## src/dsc_seg_decoder.sv

```systemverilog
// Purpose: Shared constants of the converter control and a one-digit seven-segment decoder.
// Assumes: Digit code 4'hf means blank; codes 4'ha to 4'he never occur.
// Notes: Segment vector order is {g,f,e,d,c,b,a}, a bit high lights the segment.

// ****************************************
// Shared constants
// ****************************************
package dsc_pkg;
	localparam int unsigned OSC_DIV = 4;
	localparam int unsigned BP_DIV = 800;
	localparam int unsigned CYCLE_COUNTS = 4000;
	localparam logic [11:0] INT_COUNTS = 12'h3e8;
	localparam logic [11:0] DEINT_MAX = 12'h7d0;
	localparam logic [11:0] ZI_NORMAL = 12'h00a;
	localparam logic [11:0] ZI_OVER = 12'h384;
	localparam logic [11:0] AZ_OVER = 12'h064;
	localparam logic [11:0] AZ_BASE = 12'hbae;
	localparam logic [11:0] AZ_RESET = 12'hbae;
	localparam logic [3:0] DIGIT_BLANK = 4'hf;
	localparam logic [6:0] SEG_BLANK = 7'h00;
	typedef enum logic [1:0] {
		PH_AUTOZERO,
		PH_INTEGRATE,
		PH_DEINTEGRATE,
		PH_DISCHARGE
	} dsc_phase_t;
endpackage : dsc_pkg

`timescale 1ns/1ps
`default_nettype none

// ****************************************
// Seven-segment decoder
// ****************************************
module dsc_seg_decoder (
	// Digit in
	input wire logic [3:0] digit,
	// Segments out
	output logic [6:0] segments
);
	function automatic logic [6:0] decode(input logic [3:0] d);
		unique case (d)
			4'h0: decode = 7'h3f;
			4'h1: decode = 7'h06;
			4'h2: decode = 7'h5b;
			4'h3: decode = 7'h4f;
			4'h4: decode = 7'h66;
			4'h5: decode = 7'h6d;
			4'h6: decode = 7'h7d;
			4'h7: decode = 7'h07;
			4'h8: decode = 7'h7f;
			4'h9: decode = 7'h6f;
			default: decode = dsc_pkg::SEG_BLANK;
		endcase
	endfunction : decode

	assign segments = decode(digit);
endmodule : dsc_seg_decoder

`default_nettype wire

```

## src/dsc_sequencer_display.sv

```systemverilog
// Purpose: Phase sequencer, result latch and direct display drive of a dual-slope converter.
// Assumes: core_clk is the oscillator input; compOut is synchronous to it.
// Notes: compOut high means the integrator output sits above its zero level.

`timescale 1ns/1ps
`default_nettype none

// What this block does
// Oscillator divided by four gives the count enable for the phase sequencer and result latch.
// LCD backplane is a 50% square wave at oscillator over 800.
// LCD segment equals backplane when off, inverted when on.
// Minus sign lit for negative input, dark for positive.
// Every segment of every digit has its own output, no multiplexing.
// Leading half digit is one output lighting both segments of one.
// Conversion cycle is always exactly 4000 counts.
// Auto-zero lasts 100 counts after overrange, else 990 to 2990.
// Deintegrate shortfall from 2000 is added to the next auto-zero.
// Signal integrate always lasts 1000 counts.
// Deintegrate lasts 1 to 2000 counts; its count less one is the reading.
// Phase changes are decided from counters and the comparator.
// Zero integrate lasts 10 counts, or 900 after overrange.
// Reference cap charges in auto-zero and zero integrate, flies in deintegrate.
// Phases run auto-zero, integrate, deintegrate, zero integrate, repeat.
// Comparator sampled at end of integrate sets polarity and reference sign.
// Zero crossing latches the deintegrate count, held until next conversion.
// 2000 deintegrate counts without crossing is overrange.
// After reset: auto-zero, counters cleared, display shows zero.
module dsc_sequencer_display #(
	parameter bit LCD_MODE = 1'b1
) (
	// Clock and reset
	input wire logic core_clk,
	input wire logic rst_n,
	// Analog front end
	input wire logic compOut,
	output logic autoZeroSwitch,
	output logic signalIntegrateSwitch,
	output logic refRampPosSwitch,
	output logic refRampNegSwitch,
	output logic dischargeSwitch,
	output logic refChargeSwitch,
	// Display
	output logic backplaneDrive,
	output logic [6:0] onesSegments,
	output logic [6:0] tensSegments,
	output logic [6:0] hundredsSegments,
	output logic halfDigitSegment,
	output logic minusSegment
);
	// ****************************************
	// Functions
	// ****************************************
	function automatic logic [15:0] bcdInc(input logic [15:0] v);
		logic [15:0] r;
		logic carry;
		r = v;
		carry = 1'b1;
		for (int i = 0; i < 4; i++)
		begin
			if (carry)
			begin
				if (r[i*4 +: 4] == 4'h9)
					r[i*4 +: 4] = 4'h0;
				else
				begin
					r[i*4 +: 4] = r[i*4 +: 4] + 4'h1;
					carry = 1'b0;
				end
			end
		end
		return r;
	endfunction : bcdInc

	function automatic logic atEnd(input logic [11:0] cnt, input logic [11:0] len);
		return cnt == len - 12'h001;
	endfunction : atEnd

	function automatic logic segLevel(input logic on, input logic bp);
		if (LCD_MODE)
			return on ^ bp;
		return ~on;
	endfunction : segLevel

	// ****************************************
	// Clock dividers
	// ****************************************
	// Divider runs free; the count enable is one core_clk wide
	localparam int unsigned BP_HALF = dsc_pkg::BP_DIV / 2;
	logic [1:0] divCnt_q;
	logic [8:0] bpCnt_q;
	logic bp_q;
	wire countEn = (divCnt_q == 2'(dsc_pkg::OSC_DIV - 1));
	wire bpWrap = (bpCnt_q == 9'(BP_HALF - 1));

	always_ff @(posedge core_clk or negedge rst_n)
	begin
		if (!rst_n)
		begin
			divCnt_q <= 2'h0;
			bpCnt_q <= 9'h000;
			bp_q <= 1'b0;
		end
		else
		begin
			divCnt_q <= divCnt_q + 2'h1;
			bpCnt_q <= bpWrap ? 9'h000 : bpCnt_q + 9'h001;
			if (bpWrap)
				bp_q <= ~bp_q;
		end
	end

	// ****************************************
	// Phase sequencer
	// ****************************************
	dsc_pkg::dsc_phase_t phase_q;
	logic [11:0] phaseCnt_q;
	logic [15:0] bcdCnt_q;
	logic [11:0] azLen_q;
	logic [11:0] ziLen_q;
	logic negative_q;

	// Crossing: comparator has left the side it held at the end of integrate
	wire crossing = (compOut != negative_q);
	wire azDone = atEnd(phaseCnt_q, azLen_q);
	wire intDone = atEnd(phaseCnt_q, dsc_pkg::INT_COUNTS);
	// Deintegrate ends on a crossing or at full scale; a crossing on its first count reads zero
	wire deintEnd = crossing || atEnd(phaseCnt_q, dsc_pkg::DEINT_MAX);
	wire overrange = !crossing;
	wire ziDone = atEnd(phaseCnt_q, ziLen_q);
	// Deintegrate lasted phaseCnt_q + 1 counts; the rest of 2000 goes to auto-zero
	wire [11:0] azNormal = dsc_pkg::AZ_BASE - phaseCnt_q - 12'h001;

	logic phaseEnd;
	always_comb
	begin
		unique case (phase_q)
			dsc_pkg::PH_AUTOZERO: phaseEnd = azDone;
			dsc_pkg::PH_INTEGRATE: phaseEnd = intDone;
			dsc_pkg::PH_DEINTEGRATE: phaseEnd = deintEnd;
			dsc_pkg::PH_DISCHARGE: phaseEnd = ziDone;
		endcase
	end

	always_ff @(posedge core_clk or negedge rst_n)
	begin
		if (!rst_n)
		begin
			phase_q <= dsc_pkg::PH_AUTOZERO;
			phaseCnt_q <= 12'h000;
			bcdCnt_q <= 16'h0000;
			// First auto-zero lasts one count longer than the one after a zero reading
			azLen_q <= dsc_pkg::AZ_RESET;
			ziLen_q <= dsc_pkg::ZI_NORMAL;
			negative_q <= 1'b0;
		end
		else if (countEn)
		begin
			if (phaseEnd)
			begin
				phaseCnt_q <= 12'h000;
				bcdCnt_q <= 16'h0000;
				unique case (phase_q)
					dsc_pkg::PH_AUTOZERO: phase_q <= dsc_pkg::PH_INTEGRATE;
					dsc_pkg::PH_INTEGRATE:
					begin
						phase_q <= dsc_pkg::PH_DEINTEGRATE;
						negative_q <= compOut;
					end
					dsc_pkg::PH_DEINTEGRATE:
					begin
						phase_q <= dsc_pkg::PH_DISCHARGE;
						ziLen_q <= overrange ? dsc_pkg::ZI_OVER : dsc_pkg::ZI_NORMAL;
						azLen_q <= overrange ? dsc_pkg::AZ_OVER : azNormal;
					end
					dsc_pkg::PH_DISCHARGE: phase_q <= dsc_pkg::PH_AUTOZERO;
				endcase
			end
			else
			begin
				phaseCnt_q <= phaseCnt_q + 12'h001;
				bcdCnt_q <= bcdInc(bcdCnt_q);
			end
		end
	end

	// ****************************************
	// Analog switch controls
	// ****************************************
	// Switches are decoded straight from the phase register
	wire inAz = (phase_q == dsc_pkg::PH_AUTOZERO);
	wire inDeint = (phase_q == dsc_pkg::PH_DEINTEGRATE);
	wire inZi = (phase_q == dsc_pkg::PH_DISCHARGE);
	assign autoZeroSwitch = inAz;
	assign signalIntegrateSwitch = (phase_q == dsc_pkg::PH_INTEGRATE);
	// Negative input ramped back with the positive reference and vice versa
	assign refRampPosSwitch = inDeint && negative_q;
	assign refRampNegSwitch = inDeint && !negative_q;
	assign dischargeSwitch = inZi;
	assign refChargeSwitch = inAz || inZi;

	// ****************************************
	// Result latch
	// ****************************************
	logic [3:0] onesDig_q;
	logic [3:0] tensDig_q;
	logic [3:0] hundredsDig_q;
	logic half_q;
	logic minus_q;
	wire latchEn = countEn && inDeint && deintEnd;
	// Overrange shows a lone leading one with the lower digits blank
	wire [3:0] nextOnes = overrange ? dsc_pkg::DIGIT_BLANK : bcdCnt_q[3:0];
	wire [3:0] nextTens = overrange ? dsc_pkg::DIGIT_BLANK : bcdCnt_q[7:4];
	wire [3:0] nextHundreds = overrange ? dsc_pkg::DIGIT_BLANK : bcdCnt_q[11:8];
	wire nextHalf = overrange || bcdCnt_q[12];

	always_ff @(posedge core_clk or negedge rst_n)
	begin
		if (!rst_n)
		begin
			onesDig_q <= 4'h0;
			tensDig_q <= 4'h0;
			hundredsDig_q <= 4'h0;
			half_q <= 1'b0;
			minus_q <= 1'b0;
		end
		else if (latchEn)
		begin
			onesDig_q <= nextOnes;
			tensDig_q <= nextTens;
			hundredsDig_q <= nextHundreds;
			half_q <= nextHalf;
			minus_q <= negative_q;
		end
	end

	// ****************************************
	// Display drivers
	// ****************************************
	logic [6:0] onesDec;
	logic [6:0] tensDec;
	logic [6:0] hundredsDec;

	// Decoders blank any code above nine
	dsc_seg_decoder u_onesDec (
		.digit(onesDig_q),
		.segments(onesDec)
	);

	dsc_seg_decoder u_tensDec (
		.digit(tensDig_q),
		.segments(tensDec)
	);

	dsc_seg_decoder u_hundredsDec (
		.digit(hundredsDig_q),
		.segments(hundredsDec)
	);

	logic [6:0] onesSeg_q;
	logic [6:0] tensSeg_q;
	logic [6:0] hundredsSeg_q;
	logic halfSeg_q;
	logic minusSeg_q;
	logic bpOut_q;

	// Segment pins and backplane share one register stage so they never skew
	always_ff @(posedge core_clk or negedge rst_n)
	begin
		if (!rst_n)
		begin
			onesSeg_q <= 7'h00;
			tensSeg_q <= 7'h00;
			hundredsSeg_q <= 7'h00;
			halfSeg_q <= 1'b0;
			minusSeg_q <= 1'b0;
			bpOut_q <= 1'b0;
		end
		else
		begin
			for (int i = 0; i < 7; i++)
			begin
				onesSeg_q[i] <= segLevel(onesDec[i], bp_q);
				tensSeg_q[i] <= segLevel(tensDec[i], bp_q);
				hundredsSeg_q[i] <= segLevel(hundredsDec[i], bp_q);
			end
			halfSeg_q <= segLevel(half_q, bp_q);
			minusSeg_q <= segLevel(minus_q, bp_q);
			bpOut_q <= bp_q;
		end
	end

	assign onesSegments = onesSeg_q;
	assign tensSegments = tensSeg_q;
	assign hundredsSegments = hundredsSeg_q;
	assign halfDigitSegment = halfSeg_q;
	assign minusSegment = minusSeg_q;
	assign backplaneDrive = LCD_MODE ? bpOut_q : 1'b0;
endmodule : dsc_sequencer_display

`default_nettype wire

```

## config.mk

```make
export PLATFORM = sky130hd
export DESIGN_NAME = dsc_sequencer_display
export DESIGN_NICKNAME = d
export VERILOG_FILES = /design/src/dsc_seg_decoder.sv /design/src/dsc_sequencer_display.sv
export SDC_FILE = /design/constraint.sdc
export NUM_CORES = 1
export LEC_CHECK = 0
export BUFFER_PORTS_ARGS = -buffer_cell sky130_fd_sc_hd__buf_4
export CAP_MARGIN = 15
export CORE_MARGIN = 10
export CORE_UTILIZATION = 55
export CTS_CLUSTER_SIZE = 20
export DETAILED_ROUTE_END_ITERATION = 6
export HOLD_SLACK_MARGIN = 0.08
export PLACE_DENSITY = 0.84
export SYNTH_ARGS = -nofsm -noshare
export SYNTH_HDL_FRONTEND = slang
export SYNTH_SLANG_ARGS = --single-unit
```

## constraint.sdc

```tcl
create_clock -name core_clk -period 4.2 [get_ports core_clk]
set_input_delay 0.21 -clock core_clk [delete_from_list [all_inputs] [get_ports core_clk]]
set_output_delay 0.21 -clock core_clk [all_outputs]
set_load 0.005 [all_outputs]
```

==> reports/qor.yml, run 1 <==
synth.distinct_cells: 66
crit_slowest_cell: "o211ai_4"
first_pass_iters: 5
drc: 0
hold_violations: 0
ys_ff_latch: 95
netlist_area_sq_mm: 0.00572
crit_required_ns: 4.48
core_area_sq_mm: 0.0102
fin_nets: 663
critPathMaxStageDelay_ns: 0.53
ctsResizeCount: 0
yosys.area.top_type_share_pct: 37.6
setup_tns_ns: 0
critPathBufInv: 1
clk_path_buf_depth: 2
period_minus_slack_ns: 3.74
power.internal_mw: 1.23
routed_wl_microns: 12400
synth_area_leaders: "dfrtp_1 38%, ha_1 7.9%, xnor2_1 4.9%"
p_leak_nw: 2.81
cts_buffers: 9
fillers: 834
grt_pass1_vias: 4324
ios: 33
antenna_found_initial: 0
path_delay_family: "compound AO/OA/AOI/OAI gates"
fin_crit_sh_pct: 89.1
cts-root-buf: "clkbuf_8"
crit_path_start_kind: "flop"
drt-initial-drc-count: 407
power_mw: 1.60
grt.overflow.total: 0
place.gp.congestion: 0.879
synth_nets: 649
die-height_microns: 122
path_cells: "ha_1 > inv_1 > nand2_1 > ha_1 > o211ai_2 > or4_1 > a21oi_2 > or3_4 > a2111oi_4 > o211ai_4 > nand3_1 > o32ai_1"
max_freq_mhz: 267
syn_inst: 610
crit_path_frequent_cell: "ha_1"
dp_hpwl_microns: 9000
clock_latency_ns: 0.38
synth_top_flop_cell: "dfrtp_1"
row_count: 37
syn_area_per_cell_sq_um: 9.38
power_density_mw_per_mm2: 256
yosysSeqAreaShare_pct: 41.8
antenna_left: 0
final_common_cell: "dfrtp_1"
switching_share_pct: 23.5
vias: 4449
r2r-start: "phase_q[0]"
synth_top_area_cell: "dfrtp_1"
hp-class: "primary input to flop"
htree_levels: 3
pwr-share-comb_pct: 2.1
share_seq_of_total_power_pct: 57.2
layout_common_cells: "86 x dfrtp_1, 49 x nor2_1, 47 x nand2_1"
maxCapViolations: 0
rsz0062_at_grt: "no"
diodes: 0
crit_path_start: "phase_q[0]"
worst_pin_slew_ns: 1.15
switchingPower_mw: 0.376
wl_per_cell_microns: 16.2
synth_warnings: 0
cp-end-kind: "flop"
dieArea_sq_mm: 0.0149
viasPerCell: 5.82
clk_pin_slew_ns: 0.09
slew_viol_final: 0
hold_slack_ns: 0.101
crit_fanout: 19
async_flop_share_pct: 100
syn_to_final_growth_pct: 9.41
dieWidth_microns: 122
cts_sinks: 95
instances_no_fill: 765
outcome: "finished, final reports clean"
drive_gt1_share_pct: 12.7
synth_edf_count: 0
finalClockSkew_ns: 0.0141
pwr-share-clk_pct: 40.8
max_slew_margin_pct: 23.1
post-place-cells: 748
grt_max_degree: 71
min-delay-start: "compOut"
initial_core_util_pct: 55.9
crit_type: "flop to flop"
grt_util_all_layers_pct: 17.4
irDropWorstVdd_mv: 0.151
cts_tree: "done"
setup_violations: 0
placement.io_buffers: 32
grt_pass1_wl_microns: 21200
critPathArrivalTime_ns: 4.02
-- flip-flops by register name, indices dropped and copies added (netlist names), 4 cells and up --
register          cells
hundredsSegments      7
tensDig_q             4
bpCnt_q               9
bcdCnt_q             16
onesDig_q             4
tensSegments          7
onesSegments          7
hundredsDig_q         4
azLen_q              12
phaseCnt_q           12
-- path summary, 6_finish.rpt --
kind	endpoint	slack [ns]	cells after the start
worst max-delay path	bcdCnt_q[7]	0.46	12
worst min-delay path	negative_q	0.10	2
worst max register to register	bcdCnt_q[7]	0.46	12
worst min register to register	divCnt_q[0]	0.44	1
max in group asynchronous	phase_q[0]	2.84	3
min in group asynchronous	hundredsSegments[1]	0.47	2
-- final cells by class --
type | count | area (sq um) | area share [%]
Multi-Input combinational cell | 441 | 3040 | 48.7
Tap cell | 136 | 170 | 2.72
Clock inverter | 6 | 78.8 | 1.26
Clock buffer | 10 | 138 | 2.20
Inverter | 38 | 143 | 2.28
Sequential cell | 95 | 2390 | 38.2
Timing Repair Buffer | 39 | 295 | 4.72
-- routing by layer --
layer	track usage (%)	vias to the layer above	part of all wire (%)
li1	-	2164	-
met1	22.5	2118	45
met2	27.0	142	46
met3	4.63	25	6.9
met4	7.15	0	2.5
met5	0	-	0
-- power by group through the flow --
stage	combinational, mW	clock [mW]	sequential [mW]
after floorplan	0.00866	0	0.933
after global placement	0.0324	0	0.934
after detailed placement	0.0335	0	0.934
after CTS	0.0343	0.665	0.916
after global routing	0.0381	0.714	0.916
final	0.0331	0.654	0.916
-- cell usage after synthesis (3+ instances only) --
cell and instances:
o31ai_1 9, o22ai_1 22, o21ai_0 22, xor2_1 31, nand2b_1 4, dfstp_2 9
nand2_1 47, nor2b_1 7, mux2i_1 9, o2111ai_1 5, and4b_1 3, clkbuf_1 29
nor3b_1 3, dfrtp_1 86, inv_1 38, o21a_1 3, a22oi_1 3, a21oi_1 38
buf_2 4, nor4_1 3, xnor2_1 32, ha_1 36, a31oi_1 6, or3_1 4
nor2_1 49, a21o_1 3, nor3_1 23, nand3_1 29, and3_1 5
-- timing repair --
| action | in CTS | in global routing |
|---|---|---|
| endpoints found under the setup margin | 0 | 0 |
| buffers inserted | 0 | 0 |
| hold endpoints to repair | 60 | 0 |
| hold buffers | 1 | 0 |
-- stage by stage --
step / setup WS [ns] / utilization, % / area [sq um]
2_1_floorplan: 0.662 / - / 5720
6_report: 0.460 / 61.2 / 6260
5_1_grt: 0.123 / 61.2 / 6260
3_3_place_gp: 0.630 / 58.9 / 6030
3_5_place_dp: 0.526 / 58.9 / 6030
4_1_cts: 0.500 / 61.2 / 6260
-- logic make-up after synthesis --
logic type,after synthesis,synth area share [%]
simple gates,192,17.0
mux,11,1.97
flops,95,41.8
xor+xnor,64,10.0
buf+inv,74,5.01
fa+ha+maj,36,7.88
compound gates,138,16.3
Power figures use the tool's default switching activity.
==> inputs of run 2 (changes only) <==
- clock period: 4.2 -> 3.7 ns (I/O delays scaled with it)
==> run 2 against run 1 <==
Sequential cell count unchanged. Total power increased by 8.5%. Clock-buffer cell count unchanged. Register-to-register slack got worse by 0.30 ns. First-iteration DRC count decreased by 15%. Critical endpoint unchanged.
==> reports/qor.yml, run 2 (synthesis gave the netlist of run 1 again) <==
regMostFlops: "bcdCnt_q"
first_pass_iters: 5  # unchanged
clk_path_buf_depth: 2  # unchanged
seq_area_sq_mm: 0.00239  # unchanged
instances_no_fill: 768  # +0.39%
share_seq_of_total_power_pct: 59.8  # +2.6 points
cts-root-buf: "clkbuf_8"
r2r-start: "phase_q[0]"
pwr-share-comb_pct: 2.2  # about the same
irDropWorstVdd_mv: 0.175  # +16%
dieWidth_microns: 122  # unchanged
slew_viol_final: 0  # unchanged
setup_violations: 0  # unchanged
drive_gt1_share_pct: 13.9  # +1.2 points
outcome: "finished, final reports clean"
worst_pin_slew_ns: 1.14  # -0.00951 ns
ios: 33  # unchanged
fin_nets: 666  # +0.45%
row_count: 37  # unchanged
grt_pass1_vias: 4264  # -1.4%
finalClockSkew_ns: 0.0115  # -0.00262 ns
dp_hpwl_microns: 8540  # -5.2%
grt_pass1_wl_microns: 20500  # -3.1%
crit_path_start: "phase_q[0]"
max_freq_mhz: 282  # +5.6%
crit_path_start_kind: "flop"
multi_input_area_sq_mm: 0.00308  # +1.3%
post-place-cells: 749  # +0.13%
htree_levels: 3  # unchanged
r2r_end: "bcdCnt_q[7]"
wl_met1_microns: 5550  # +0.43%
rr_worst_depth: 14  # +2
critPathArrivalTime_ns: 3.78  # -0.24 ns
largest_reg_flops: 16  # unchanged
grt_util_all_layers_pct: 16.6  # -0.76 points
clock_latency_ns: 0.37  # about the same
place_ws_ns: 0.167  # -0.359 ns
crit_required_ns: 3.94  # -0.54 ns
dr_wl_met3_microns: 627  # -27%
pwr-share-clk_pct: 38.0  # -2.8 points
hold_violations: 0  # unchanged
hp-class: "primary input to asynchronous set/reset pin"
crit_fanout: 17  # -2
core_area_sq_mm: 0.0102  # unchanged
period_minus_slack_ns: 3.54  # -0.197 ns
wl_met2_microns: 5650  # -0.91%
max_slew_margin_pct: 23.7  # +0.63 points
routed_wl_microns: 12000  # -3.0%
cts_tree: "done"
drc: 0  # unchanged
diodes: 0  # unchanged
syn_to_final_growth_pct: 10.1
clk_pin_slew_ns: 0.10  # about the same
grt_max_degree: 58  # -18%
switchingPower_mw: 0.419  # +11%
highest_layer: "met4"
reg2reg_slack_ns: 0.16  # -0.30 ns
place.gp.congestion: 0.868  # -1.2%
power_density_mw_per_mm2: 276  # +7.7%
fin_ws_ns: 0.157  # -0.303 ns
vias: 4371  # -1.8%
grt.overflow.total: 0  # unchanged
placement.io_buffers: 32  # unchanged
utilization_pct: 61.6  # +0.40 points
switching_share_pct: 24.1  # +0.60 points
die-height_microns: 122  # unchanged
cp-end-kind: "flop"
top_regs: "bcdCnt_q (16), azLen_q (12), phaseCnt_q (12)"
p_leak_nw: 2.81  # +0.19%
fin_crit_sh_pct: 95.8  # +6.7 points
drt-initial-drc-count: 347  # -15%
final_common_cell: "dfrtp_1"
crit_type: "flop to flop"
maxCapViolations: 0  # unchanged
power.internal_mw: 1.32  # +7.6%
initial_core_util_pct: 55.9  # unchanged
viasPerCell: 5.69  # -2.1%
cts_sinks: 95  # unchanged
wl_per_cell_microns: 15.6  # -3.4%
cts_buffers: 9  # unchanged
dieArea_sq_mm: 0.0149  # unchanged
fillers: 839  # +0.60%
layout_common_cells: "86 x dfrtp_1, 49 x nor2_1, 46 x nand2_1"
antenna_left: 0  # unchanged
antenna_found_initial: 0  # unchanged
-- run 2: repair_timing --
item / CTS / global route
setup endpoints to repair: 0 / 12
setup buffers: 0 / 1
hold buffers: 2 / 0
hold endpoints to repair: 48 / 0
gates resized for setup: 0 / 8
-- run 2: worst max path at each step --
| stage | endpoint | slack [ns] | cells past startpoint |
|---|---|---|---|
| finish | bcdCnt_q[7] | 0.16 | 14 |
| global route | bcdCnt_q[7] | -0.003 | 14 |
| CTS | bcdCnt_q[7] | 0.12 | 13 |
| detailed placement | bcdCnt_q[5] | 0.17 | 13 |
| global placement | bcdCnt_q[7] | 0.30 | 12 |
| floorplan | negative_q | 0.16 | 13 |
-- run 2: layout make-up --
cell class	instances	share of cell area, %
Multi-Input combinational cell	441	48.9
Sequential cell	95	37.9
Timing Repair Buffer	42	5.15
Tap cell	136	2.70
Inverter	38	2.26
Clock buffer	10	2.19
Clock inverter	6	0.834
-- run 2: layer usage --
layer,vias to the layer above,track usage [%]
met4,0,5.44
met5,-,0
met1,2071,22.0
met2,121,26.5
met3,21,3.47
li1,2158,-
-- run 2: power by group through the flow --
stage | Clock, mW | Combinational (mW) | Sequential (mW)
final | 0.660 | 0.0388 | 1.04
after global routing | 0.721 | 0.0442 | 1.04
after floorplan | 0 | 0.00983 | 1.06
after CTS | 0.672 | 0.0404 | 1.04
after global placement | 0 | 0.0379 | 1.06
after detailed placement | 0 | 0.0387 | 1.06
-- run 2: metrics by stage --
step	power, mW	setup TNS (ns)	area [sq um]	hold WS (ns)
CTS	1.75	0	6250	0.406
floorplan	1.07	0	5720	-0.111
finish	1.74	0	6300	0.384
global route	1.81	-0.00332	6300	0.434
global placement	1.10	0	6040	0.258
detailed placement	1.10	0	6040	0.266
-- run 2: critical path: stages (launching register included) --
cell,delay [ns]
dfrtp_1,0.41
ha_1,0.26
inv_1,0.17
nand2_1,0.14
ha_1,0.33
xnor2_1,0.13
nor2_1,0.09
a31oi_1,0.05
or3_1,0.36
a2111oi_0,0.41
and4bb_2,0.34
o211ai_4,0.11
buf_4,0.23
a31oi_4,0.23
o32ai_2,0.13
==> inputs of run 3 (changes only) <==
- SYNTH_HIERARCHICAL: not set -> 1
==> run 3 against run 2 <==
Combinational power increased to 56 times the previous value. Design area increased by 2.6%. Final cell count rose by 3.1%. Sequential cell count is the same. Via count is 8.1% higher. Total power rose to 2.7 times the previous value. Hold slack gained 0.049 ns. Critical path type unchanged.
==> reports/qor.yml, run 3 <==
cp-end-kind: "flop"
grt.overflow.total: 0  # unchanged
crit_type: "flop to flop"
netlist_area_sq_mm: 0.00581  # +1.6%
row_count: 37  # unchanged
routed_wl_microns: 13400  # +11%
setup_tns_ns: 0  # unchanged
final_common_cell: "dfrtp_1"
met1_usage_pct: 22.5  # +0.50 points
maxCapViolations: 0  # unchanged
fillers: 793  # -5.5%
outcome: "finished, final reports clean"
wl_per_cell_microns: 16.9  # +8.1%
regMostFlops: "bcdCnt_q"
critPathArrivalTime_ns: 3.75  # -0.03 ns
synth_edf_count: 0  # unchanged
syn_area_per_cell_sq_um: 9.41  # +0.33%
drt-initial-drc-count: 461  # +33%
hp-class: "flop to flop"
dieArea_sq_mm: 0.0151  # +1.4%
hold_violations: 0  # unchanged
busiest_layer: "met2"
grt_use_met2_pct: 30.2  # +3.7 points
slew_viol_final: 0  # unchanged
syn_to_final_growth_pct: 11.1
cts-root-buf: "clkbuf_8"
yosysSeqAreaShare_pct: 41.1  # -0.67 points
worst_pin_slew_ns: 0.935  # -0.209 ns
max_freq_mhz: 290  # +2.7%
synth_area_leaders: "dfrtp_1 37%, ha_1 7.7%, xor2_1 5.1%"
irDropWorstVdd_mv: 0.367  # +110%
synth_most_common_cell: "dfrtp_1"
postCtsSetupRepairBufs: 0  # unchanged
dp_hpwl_microns: 9660  # +13%
crit_required_ns: 4.00  # +0.06 ns
crit_path_start_kind: "flop"
die-height_microns: 123  # +0.68%
utilization_pct: 62.6  # +1.0 points
power_density_mw_per_mm2: 721  # +160%
post-place-cells: 773  # +3.2%
grt_pass1_vias: 4614  # +8.2%
largest_reg_flops: 16  # unchanged
synth_top_flop_cell: "dfrtp_1"
p_leak_nw: 2.97  # +5.5%
rsz0062_at_grt: "no"
clock_latency_ns: 0.38  # about the same
hold_slack_ns: 0.433  # +0.0489 ns
setup_violations: 0  # unchanged
met3_usage_pct: 3.58  # +0.11 points
power_mw: 4.66  # +170%
synth_top_area_cell: "dfrtp_1"
max_slew_margin_pct: 37.7  # +14 points
async_flop_share_pct: 100  # unchanged
fin_crit_sh_pct: 93.2  # -2.6 points
antenna_found_initial: 0  # unchanged
ios: 33  # unchanged
syn_inst: 618  # +1.3%
layout_common_cells: "86 x dfrtp_1, 49 x nor2_1, 49 x buf_4"
clk_path_buf_depth: 2  # unchanged
grt_util_all_layers_pct: 18.0  # +1.4 points
cts_sinks: 95  # unchanged
grt_pass1_wl_microns: 22200  # +8.3%
ys_top_cells_by_count: "86 x dfrtp_1, 49 x nor2_1, 43 x inv_1"
core_area_sq_mm: 0.0103  # +0.91%
dieWidth_microns: 123  # +0.68%
ys_ff_latch: 95  # unchanged
diodes: 0  # unchanged
vias: 4724  # +8.1%
instances_no_fill: 792  # +3.1%
synth_warnings: 6  # +6
drc: 0  # unchanged
cts_buffers: 9  # unchanged
cts_tree: "done"
antenna_left: 0  # unchanged
synth.distinct_cells: 78  # +18%
htree_levels: 3  # unchanged
synth_nets: 657  # +1.2%
top_regs: "bcdCnt_q (16), azLen_q (12), phaseCnt_q (12)"
placement.io_buffers: 32  # unchanged
period_minus_slack_ns: 3.45  # -0.0944 ns
finalClockSkew_ns: 0.0144  # +0.00292 ns
clk_pin_slew_ns: 0.10  # about the same
yosys.area.top_type_share_pct: 37.0  # -0.61 points
fin_nets: 690  # +3.6%
viasPerCell: 5.96  # +4.8%
crit_fanout: 13  # -4
drive_gt1_share_pct: 15.4  # +1.5 points
place.gp.congestion: 0.883  # +1.6%
first_pass_iters: 5  # unchanged
initial_core_util_pct: 56.3  # +0.41 points
grt_max_degree: 77  # +33%
run 3: cell types whose count changed in the layout (fill, tap and decap cells not counted), moves of 6 or more:
cell	delta
xnor2_1	-13
o31ai_1	-6
nand2_1	-6
buf_4	+10
run 3: area by class of cell:
| class | instances | area [sq um] | area share, % |
|---|---|---|---|
| flip-flops and latches | 95 | 2390 | 37.0 |
| clock buffers | 10 | 138 | 2.13 |
| inverters | 48 | 180 | 2.79 |
| well taps | 136 | 170 | 2.63 |
| multi-input cells | 445 | 3100 | 47.9 |
| repair buffers | 52 | 415 | 6.43 |
| clock inverters | 6 | 73.8 | 1.14 |
run 3: metrics by stage:
stage	instance area (sq um)	setup slack [ns]
after floorplan	5810	0.368
after detailed placement	6190	0.0578
after global placement	6190	0.153
after global routing	6460	0.0677
final	6460	0.251
after CTS	6420	0.0479
run 3: final timing paths:
| kind | depth (start not counted) | slack (ns) | start | end |
|---|---|---|---|---|
| worst max-delay path | 10 | 0.25 | phase_q[0] | phase_q[1] |
| worst min-delay path | 1 | 0.43 | divCnt_q[0] | divCnt_q[0] |
| worst max register to register | 10 | 0.25 | phase_q[0] | phase_q[1] |
| worst min register to register | 1 | 0.43 | divCnt_q[0] | divCnt_q[0] |
| max in group asynchronous | 3 | 2.40 | rst_n | hundredsSegments[2] |
| min in group asynchronous | 2 | 0.47 | rst_n | azLen_q[10] |
run 3: what timing repair did:
| item | in CTS | in global routing |
|---|---|---|
| endpoints found under the hold margin | 67 | 0 |
| hold buffers | 2 | 0 |
| resized for setup | 0 | 2 |
| setup endpoints to repair | 0 | 27 |
run 3: kinds of logic (layout without fill, tap and decap cells):
kind of cell | after synthesis | in the layout | share of synthesized area (%)
multiplexers | 16 | 16 | 2.82
AO/OA/AOI/OAI | 153 | 153 | 17.9
flip-flops | 95 | 95 | 41.1
AND/OR/NAND/NOR | 187 | 187 | 16.5
buffers and inverters | 78 | 116 | 5.94
adder cells (fa/ha/maj) | 36 | 36 | 7.75
XOR/XNOR | 53 | 53 | 7.99
run 3: metal layers:
metal,part of all wire [%],routed length (microns)
met1,42,5650
met2,50,6660
met3,5.8,776
met4,2.3,310
met5,0,0
run 3: where the power goes:
part	internal, mW	switching, mW
Sequential	1.37	0.371
Clock	0.341	0.395
Combinational	1.02	1.16
run 3: worst max-delay path, stage by stage, from the launching register on:
cell       delay (ns)
dfrtp_1          0.45
ha_4             0.27
mux2_2           0.39
o21bai_1         0.20
or4_4            0.56
a2111oi_2        0.37
nor2b_1          0.13
a211o_2          0.37
buf_4            0.21
a21oi_4          0.23
mux2i_1          0.20
